## src/gpp_consts.vh

```
// ============================================================================
// gpp constants
// ============================================================================
// register indices, field layouts, reset values and sense codes of the port.
// assumes a 32-bit register bus where byte address = 4 * register index.
`ifndef GPP_CONSTS_VH
`define GPP_CONSTS_VH

// ============================================================================
// widths
// ============================================================================
`define GPP_NPINS        8
`define GPP_SENSE_W      3
`define GPP_SENSE_ALL_W  24
`define GPP_IDX_W        6
`define GPP_DATA_W       32

// ============================================================================
// register indices (byte address is index times four)
// ============================================================================
`define GPP_IDX_DIR      6'h00
`define GPP_IDX_OUT      6'h04
`define GPP_IDX_OUT_SET  6'h05
`define GPP_IDX_OUT_CLR  6'h06
`define GPP_IDX_OUT_TGL  6'h07
`define GPP_IDX_IN       6'h08
`define GPP_IDX_FLAGS    6'h09
`define GPP_IDX_SENSE    6'h10
`define GPP_IDX_IRQCLR   6'h11
`define GPP_IDX_IRQEN    6'h12

// ============================================================================
// reset values
// ============================================================================
`define GPP_RST_BYTE     8'h00
`define GPP_RST_SENSE    24'h000000
`define GPP_RST_WORD     32'h00000000
`define GPP_OE_N_RST     8'hff

// ============================================================================
// sense configuration codes
// ============================================================================
`define GPP_SENSE_INTOFF 3'h0
`define GPP_SENSE_BOTH   3'h1
`define GPP_SENSE_RISE   3'h2
`define GPP_SENSE_FALL   3'h3
`define GPP_SENSE_INOFF  3'h4
`define GPP_SENSE_LOW    3'h5

// ============================================================================
// bus encodings
// ============================================================================
`define GPP_HTRANS_NONSEQ_BIT 1
`define GPP_HIGH_ADDR_ZERO    24'h000000

`endif

```

## src/gpp_port.v

```verilog
// ============================================================================
// gpp_port: eight-pin port with output, alias, input and event flag registers
// ============================================================================
// assumes a single AHB-Lite master, single word transfers, and pins wired
// outside through a tristate buffer that drives while pin_oe_n_o is low.
//
// Functional notes
// - output bit 0 drives low, 1 high
// - level reaches pin only when driver enabled
// - set alias sets bits written one
// - clear alias clears bits written one
// - toggle alias inverts bits written one
// - alias reads return output level register
// - input register shows sampled enabled pins
// - input bit low reads 0, high 1
// - disabled input buffer holds last value
// - writing one to input toggles output
// - flag sets when pin matches sense
// - writing one to flag clears it
// - code 4 disables buffer, 0 interrupt
// - direction one enables driver, zero input
//
// Chosen here: the AHB-Lite register port.
`include "gpp_consts.vh"
module gpp_port
(
	input  wire                     clk_sys_i,
	input  wire                     rst_i,
	// ahb-lite slave
	input  wire                     hsel_i,
	input  wire [31:0]              haddr_i,
	input  wire [1:0]               htrans_i,
	input  wire                     hwrite_i,
	input  wire [2:0]               hsize_i,
	input  wire [31:0]              hwdata_i,
	input  wire                     hready_i,
	output wire [31:0]              hrdata_o,
	output wire                     hreadyout_o,
	output wire                     hresp_o,
	// pins
	input  wire [`GPP_NPINS-1:0]    pin_i,
	output wire [`GPP_NPINS-1:0]    pin_o,
	output wire [`GPP_NPINS-1:0]    pin_oe_n_o,
	// interrupt
	output wire                     irq_o
);

	// ========================================================================
	// bus state machine states
	// ========================================================================
	localparam ST_IDLE = 1'b0;
	localparam ST_READ = 1'b1;

	// ========================================================================
	// declarations
	// ========================================================================
	reg                         state_q;
	reg                         state_d;
	reg                         wr_pend_q;
	reg  [`GPP_IDX_W-1:0]       idx_q;
	reg                         hit_q;
	reg  [31:0]                 hrdata_q;
	reg                         hready_q;
	reg                         hresp_q;
	reg  [`GPP_NPINS-1:0]       dir_q;
	reg  [`GPP_NPINS-1:0]       dir_d;
	reg  [`GPP_NPINS-1:0]       oe_n_q;
	reg  [`GPP_NPINS-1:0]       out_q;
	reg  [`GPP_NPINS-1:0]       out_d;
	reg  [`GPP_NPINS-1:0]       pin_q;
	reg  [`GPP_NPINS-1:0]       in_q;
	reg  [`GPP_NPINS-1:0]       in_d;
	reg  [`GPP_SENSE_ALL_W-1:0] sense_q;
	reg  [`GPP_SENSE_ALL_W-1:0] sense_d;
	reg  [`GPP_NPINS-1:0]       flags_q;
	reg  [`GPP_NPINS-1:0]       flags_d;
	reg  [`GPP_NPINS-1:0]       flag_clr;
	reg  [`GPP_NPINS-1:0]       irqen_q;
	reg  [`GPP_NPINS-1:0]       irqen_d;
	reg                         irq_q;
	wire                        accept;
	wire                        addr_ok;
	wire [`GPP_NPINS-1:0]       pin_sync;
	wire [`GPP_NPINS-1:0]       pin_event;
	wire [`GPP_NPINS-1:0]       in_en;
	wire [`GPP_NPINS-1:0]       wbyte;

	// ========================================================================
	// helpers
	// ========================================================================
	// true when the captured index selects a given register
	function sel;
		input                  hit;
		input [`GPP_IDX_W-1:0] idx;
		input [`GPP_IDX_W-1:0] reg_idx;
		begin
			sel = hit & (idx == reg_idx);
		end
	endfunction

	// ========================================================================
	// pin input path
	// ========================================================================
	gpp_sync u_sync
	(
		.clk_sys_i (clk_sys_i),
		.rst_i     (rst_i),
		.async_i   (pin_i),
		.sync_o    (pin_sync)
	);

	gpp_sense u_sense
	(
		.clk_sys_i   (clk_sys_i),
		.rst_i       (rst_i),
		.pins_i      (pin_sync),
		.sense_cfg_i (sense_q),
		.event_o     (pin_event)
	);

	// input buffer enabled unless the pin's code is input-off
	genvar n;
	generate
		for (n = 0; n < `GPP_NPINS; n = n + 1)
		begin : g_inen
			assign in_en[n] = (sense_q[n*`GPP_SENSE_W +: `GPP_SENSE_W] != `GPP_SENSE_INOFF);
		end
	endgenerate

	// ========================================================================
	// bus address phase
	// ========================================================================
	assign accept  = hsel_i & hready_i & htrans_i[`GPP_HTRANS_NONSEQ_BIT];
	assign addr_ok = (haddr_i[31:8] == `GPP_HIGH_ADDR_ZERO);
	assign wbyte   = hwdata_i[`GPP_NPINS-1:0];

	// read takes one wait state so it sees a write just committed
	always @*
	begin
		state_d = state_q;
		case (state_q)
			ST_IDLE:
				if (accept & ~hwrite_i)
					state_d = ST_READ;
			ST_READ:
				state_d = ST_IDLE;
			default:
				state_d = ST_IDLE;
		endcase
	end

	// capture address phase and drive bus answer flops
	always @(posedge clk_sys_i)
	begin
		if (rst_i)
		begin
			state_q   <= ST_IDLE;
			wr_pend_q <= 1'b0;
			idx_q     <= `GPP_IDX_DIR;
			hit_q     <= 1'b0;
			hrdata_q  <= `GPP_RST_WORD;
			hready_q  <= 1'b1;
			hresp_q   <= 1'b0;
		end
		else
		begin
			state_q   <= state_d;
			wr_pend_q <= accept & hwrite_i;
			if (accept)
			begin
				idx_q <= haddr_i[`GPP_IDX_W+1:2];
				hit_q <= addr_ok;
			end
			hready_q <= ~(state_q == ST_IDLE && accept && !hwrite_i);
			hresp_q  <= 1'b0; // always okay
			if (state_q == ST_READ)
				hrdata_q <= read_word(hit_q, idx_q);
		end
	end

	// read mux; unmapped and write-only registers read zero
	function [31:0] read_word;
		input                  hit;
		input [`GPP_IDX_W-1:0] idx;
		begin
			if (sel(hit, idx, `GPP_IDX_DIR))
				read_word = {24'h000000, dir_q};
			else if (sel(hit, idx, `GPP_IDX_OUT) | sel(hit, idx, `GPP_IDX_OUT_SET) |
			         sel(hit, idx, `GPP_IDX_OUT_CLR) | sel(hit, idx, `GPP_IDX_OUT_TGL))
				read_word = {24'h000000, out_q};
			else if (sel(hit, idx, `GPP_IDX_IN))
				read_word = {24'h000000, in_q};
			else if (sel(hit, idx, `GPP_IDX_FLAGS))
				read_word = {24'h000000, flags_q};
			else if (sel(hit, idx, `GPP_IDX_SENSE))
				read_word = {8'h00, sense_q};
			else if (sel(hit, idx, `GPP_IDX_IRQEN))
				read_word = {24'h000000, irqen_q};
			else
				read_word = `GPP_RST_WORD;
		end
	endfunction

	// ========================================================================
	// register next values (writes apply in data phase)
	// ========================================================================
	always @*
	begin
		dir_d    = dir_q;
		out_d    = out_q;
		sense_d  = sense_q;
		irqen_d  = irqen_q;
		flag_clr = `GPP_RST_BYTE;
		if (wr_pend_q)
		begin
			if (sel(hit_q, idx_q, `GPP_IDX_DIR))
				dir_d = wbyte;
			else if (sel(hit_q, idx_q, `GPP_IDX_OUT))
				out_d = wbyte;
			else if (sel(hit_q, idx_q, `GPP_IDX_OUT_SET))
				out_d = out_q | wbyte;
			else if (sel(hit_q, idx_q, `GPP_IDX_OUT_CLR))
				out_d = out_q & ~wbyte;
			else if (sel(hit_q, idx_q, `GPP_IDX_OUT_TGL))
				out_d = out_q ^ wbyte;
			else if (sel(hit_q, idx_q, `GPP_IDX_IN))
				out_d = out_q ^ wbyte;
			else if (sel(hit_q, idx_q, `GPP_IDX_FLAGS) | sel(hit_q, idx_q, `GPP_IDX_IRQCLR))
				flag_clr = wbyte;
			else if (sel(hit_q, idx_q, `GPP_IDX_SENSE))
				sense_d = hwdata_i[`GPP_SENSE_ALL_W-1:0];
			else if (sel(hit_q, idx_q, `GPP_IDX_IRQEN))
				irqen_d = wbyte;
		end
	end

	// sampled input holds while its buffer is off; writes never touch it
	always @*
	begin
		in_d = (pin_sync & in_en) | (in_q & ~in_en);
	end

	// a new event wins over a clear in the same cycle
	always @*
	begin
		flags_d = (flags_q & ~flag_clr) | pin_event;
	end

	// ========================================================================
	// state registers
	// ========================================================================
	always @(posedge clk_sys_i)
	begin
		if (rst_i)
		begin
			dir_q   <= `GPP_RST_BYTE;
			oe_n_q  <= `GPP_OE_N_RST;
			out_q   <= `GPP_RST_BYTE;
			pin_q   <= `GPP_RST_BYTE;
			in_q    <= `GPP_RST_BYTE;
			sense_q <= `GPP_RST_SENSE;
			flags_q <= `GPP_RST_BYTE;
			irqen_q <= `GPP_RST_BYTE;
			irq_q   <= 1'b0;
		end
		else
		begin
			dir_q   <= dir_d;
			oe_n_q  <= ~dir_d;
			out_q   <= out_d;
			pin_q   <= out_d;
			in_q    <= in_d;
			sense_q <= sense_d;
			flags_q <= flags_d;
			irqen_q <= irqen_d;
			irq_q   <= |(flags_d & irqen_d);
		end
	end

	// ========================================================================
	// outputs
	// ========================================================================
	assign hrdata_o    = hrdata_q;
	assign hreadyout_o = hready_q;
	assign hresp_o     = hresp_q;
	assign pin_o       = pin_q;
	assign pin_oe_n_o  = oe_n_q;
	assign irq_o       = irq_q;

endmodule // gpp_port

```

## src/gpp_sense.v

```verilog
// ============================================================================
// gpp_sense: per-pin edge and level sense detection
// ============================================================================
// assumes pins_i is already synchronised to clk_sys_i.
`include "gpp_consts.vh"
module gpp_sense
(
	input  wire                        clk_sys_i,
	input  wire                        rst_i,
	input  wire [`GPP_NPINS-1:0]       pins_i,
	input  wire [`GPP_SENSE_ALL_W-1:0] sense_cfg_i,
	output wire [`GPP_NPINS-1:0]       event_o
);

	reg  [`GPP_NPINS-1:0] prev_q;
	wire [`GPP_NPINS-1:0] rise;
	wire [`GPP_NPINS-1:0] fall;

	// previous synchronised level for edge detection
	always @(posedge clk_sys_i)
	begin
		if (rst_i)
			prev_q <= `GPP_RST_BYTE;
		else
			prev_q <= pins_i;
	end

	assign rise = pins_i & ~prev_q;
	assign fall = ~pins_i & prev_q;

	// match each pin against its own sense code
	genvar n;
	generate
		for (n = 0; n < `GPP_NPINS; n = n + 1)
		begin : g_pin
			wire [`GPP_SENSE_W-1:0] code;
			assign code = sense_cfg_i[n*`GPP_SENSE_W +: `GPP_SENSE_W];
			// off and input-off codes never match
			assign event_o[n] =
				((code == `GPP_SENSE_BOTH) & (rise[n] | fall[n])) |
				((code == `GPP_SENSE_RISE) & rise[n]) |
				((code == `GPP_SENSE_FALL) & fall[n]) |
				((code == `GPP_SENSE_LOW)  & ~pins_i[n]);
		end
	endgenerate

endmodule // gpp_sense

```

## src/gpp_sync.v

```verilog
// ============================================================================
// gpp_sync: two-flop synchroniser for the pin inputs
// ============================================================================
// assumes pin levels are asynchronous to clk_sys_i.
`include "gpp_consts.vh"
module gpp_sync
(
	input  wire                     clk_sys_i,
	input  wire                     rst_i,
	input  wire [`GPP_NPINS-1:0]    async_i,
	output wire [`GPP_NPINS-1:0]    sync_o
);

	reg [`GPP_NPINS-1:0] meta_q;
	reg [`GPP_NPINS-1:0] sync_q;

	// first stage read only by the second stage
	always @(posedge clk_sys_i)
	begin
		if (rst_i)
		begin
			meta_q <= `GPP_RST_BYTE;
			sync_q <= `GPP_RST_BYTE;
		end
		else
		begin
			meta_q <= async_i;
			sync_q <= meta_q;
		end
	end

	assign sync_o = sync_q;

endmodule // gpp_sync

```

## config.mk

```make
export PLATFORM = sky130hd
export DESIGN_NAME = gpp_port
export DESIGN_NICKNAME = d
export VERILOG_FILES = /design/src/gpp_port.v /design/src/gpp_sense.v /design/src/gpp_sync.v
export VERILOG_INCLUDE_DIRS = /design/src
export SDC_FILE = /design/constraint.sdc
export NUM_CORES = 1
export LEC_CHECK = 0
export BUFFER_PORTS_ARGS = -buffer_cell sky130_fd_sc_hd__buf_2
export CAP_MARGIN = 20
export CORE_ASPECT_RATIO = 1.25
export CORE_MARGIN = 2
export CORE_UTILIZATION = 49
export CTS_CLUSTER_SIZE = 12
export DETAILED_ROUTE_END_ITERATION = 8
export HOLD_SLACK_MARGIN = 0.06
export PLACE_DENSITY = 0.76
export REMOVE_ABC_BUFFERS = 1
export SLEW_MARGIN = 5
export SYNTH_ARGS = -nofsm -noshare
export SYNTH_HDL_FRONTEND = slang
export SYNTH_HIERARCHICAL = 1
export SYNTH_SLANG_ARGS = --single-unit
```

## constraint.sdc

```tcl
create_clock -name clk_sys_i -period 2 [get_ports clk_sys_i]
set_input_delay 0.1 -clock clk_sys_i [delete_from_list [all_inputs] [get_ports clk_sys_i]]
set_output_delay 0.1 -clock clk_sys_i [all_outputs]
set_load 0.02 [all_outputs]
```

==> flow_summary_export.csv <==
group,metric,value,unit
floorplanning,fp.coreArea,12160,sq um
sta,setup_violations,1,
detailed_routing,drtIter0Drc,327,
detailed_routing,routedWlPerCell,15.93,um
sta,hold_violations,0,
sta,tightest_slew,0.5185,ns
detailed_routing,detail_route.first_pass.iterations,6,
sta,finClkSkew,0.008175,ns
detailed_routing,routed_via_density,5.468,
placed_design,gp_congestion,0.9048,
global_route,grt_pass1_wl,27.72,mm
cells_and_area,design_area,8636,sq um
pwr,power.total,0.006401,W
yosys,syn_inst,727,
cells_and_area,diodes,0,
sta,whs,0.06222,ns
global_route,grt_max_degree,45,
yosys,yosys_warnings,6,
critical_path,worst_setup_path_start_kind,"flop",
clocking,clock-sinks,131,
detailed_routing,drtAntennaViolNets,0,
cells_and_area,nets,1053,
cells_and_area,final_common_cell,"dfxtp_1",
critical_path,cp-end-kind,"flop",
cells_and_area,drive_gt1_share,31.51,%
global_route,antenna_found_initial,1,
floorplanning,die_w,103.8,um
cells_and_area,layout_common_cells,"dfxtp_1, buf_2, nor2_1",
placed_design,place_hpwl,11.37,mm
critical_path,cp.arrival,2.47,ns
detailed_routing,routed_wl,17.78,mm
floorplanning,fp.dieArea,13370,sq um
global_route,grt_use_total,25.63,%
hold_path,hold_class,"in2reg",
sta,tns,-0.1794,ns
cells_and_area,final_util,71.01,%
yosys,syn-cell-area,6103,sq um
clocking,root_buffer,"clkbuf_16",
outcome,violations,"negative setup slack",
clocking,cts_max_level,4,
pwr,p_leak,3.594,nW
sta,finalMaxSlewViolations,0,
placed_design,placedInstanceArea,7236,sq um
job,max_cap_violations,0,
pwr,p_per_area,741.2,nW/um^2
yosys,avgSynthCellArea,8.395,sq um
yosys,synthDistinctLibCells,54,
clocking,cts.clk_slew.worst_paths,0.06,ns
yosys,ys_seq_area_share,42.97,%
sta,grt_setup_unrepaired,"true",
floorplanning,num_rows,45,
critical_path,crit_required,2.29,ns
yosys,synth_edf_count,0,
global_route,grt_pass1_vias,5805,
global_route,grt_overflow_total,0,
sta,relSlewSlack,64.94,%
sta,clock.fmax,458.8,MHz
detailed_routing,num_vias,6102,
floorplanning,io_pins,133,
sta,fin_crit_sh,109.0,%
cells_and_area,num-fill-cells,912,
floorplanning,die_h,128.8,um
outcome,status,"finished with violations",
floorplanning,start_util,50.19,%
sta,fin_crit,2.179,ns
critical_path,crit_type,"reg2reg",
clocking,ctsLongestPathBuffers,2,
placed_design,port_buffers,109,
sta,layout_setup_ws,-0.1794,ns
yosys,ys_ff_latch,131,
pwr,vdd_drop_max,522.0,uV
cells_and_area,syn2layout_area_growth,41.49,%
clocking,cts_buffers,17,
critical_path,crit_fanout,6,
yosys,synth_ff_type,"dfxtp_1",
detailed_routing,route.detailed.drc,0,
yosys,async_reset_ff_share,0,%
clocking,cts_tree,"yes",
clocking,insertion_delay,0.41,ns
-- critical path, cell delays in order (launching register included) --
cell     delay (ns)
dfxtp_2        0.35
or4b_4         0.61
or3_4          0.41
o22ai_4        0.16
o22ai_2        0.12
o41a_1         0.42
-- timing repair --
item                                   CTS  global route
gates resized for setup                 13            58
pin swaps                                8            30
hold buffers                            39             0
setup buffers                            2             6
setup endpoints to repair                1            16
endpoints found under the hold margin   45             0
cloned                                   0             1
-- metal layers --
| layer | track usage, % | part of all wire (%) |
|---|---|---|
| met1 | 29.55 | 40 |
| met4 | 11.37 | 3.7 |
| met3 | 6.282 | 6.6 |
| met2 | 45.32 | 50 |
| met5 | 0 | 0 |
-- through the flow --
stage	std cells	setup slack, ns
after CTS	1109	-0.1174
final	1116	-0.1794
after global placement	1036	-0.1307
after floorplan	688	-0.4615
after detailed placement	1036	-0.1793
after global routing	1116	-0.2103
-- cells in the mapped netlist, drive strengths merged, types with 8 or more instances --
cell	instances	area, sq um
a21oi	64	320.3
dfxtp	131	2623
a32oi	15	131.4
a2111oi	8	71.32
a22o	16	140.1
nor3b	11	82.58
ha	32	400.4
mux2i	9	90.09
nor2b	16	117.6
nand3	19	95.09
o21ai	20	100.1
o22ai	11	75.07
and2	10	62.56
or2	8	50.05
and2b	9	75.07
buf	20	137.6
a311oi	8	70.07
clkbuf	27	101.4
nand2b	17	108.9
inv	42	157.7
a211oi	8	60.06
nand2	85	321.6
nor2	91	341.6
-- worst paths after layout --
check	startpoint	end	slack [ns]	cells past startpoint
setup / recovery	idx_q[1]	irq_o	-0.18	5
setup reg to reg	idx_q[1]	irq_o	-0.18	5
hold / removal	rst_i	u_sense/prev_q[5]	0.06	2
hold reg to reg	u_sync/meta_q[6]	u_sync/sync_o[6]	0.44	1
-- area by class of cell --
cell class,instances,area (sq um),share of cell area (%)
Timing Repair Buffer,231,1602,18.55
Tap cell,164,205.2,2.376
Multi-Input combinational cell,516,3392,39.28
Clock buffer,24,491.7,5.694
Inverter,42,157.7,1.826
Clock inverter,8,147.6,1.710
Sequential cell,131,2640,30.57
-- kinds of logic after synthesis --
| group | share of synthesized area [%] |
|---|---|
| other | 0.06144 |
| multiplexers | 1.476 |
| flip-flops | 42.97 |
| XOR/XNOR | 0.1435 |
| AND/OR/NAND/NOR | 24.09 |
| adder cells (fa/ha/maj) | 6.560 |
| buffers and inverters | 6.498 |
| AO/OA/AOI/OAI | 18.20 |
-- power by group --
group,internal [W],switching [W],total [W],leakage (nW)
Sequential,0.00264,0.0000216,0.00267,1.07
Combinational,0.000197,0.000217,0.000414,2.23
Clock,0.00222,0.00110,0.00332,0.303
Total,0.00506,0.00134,0.00640,3.59
(Power assumes the default switching activity.)
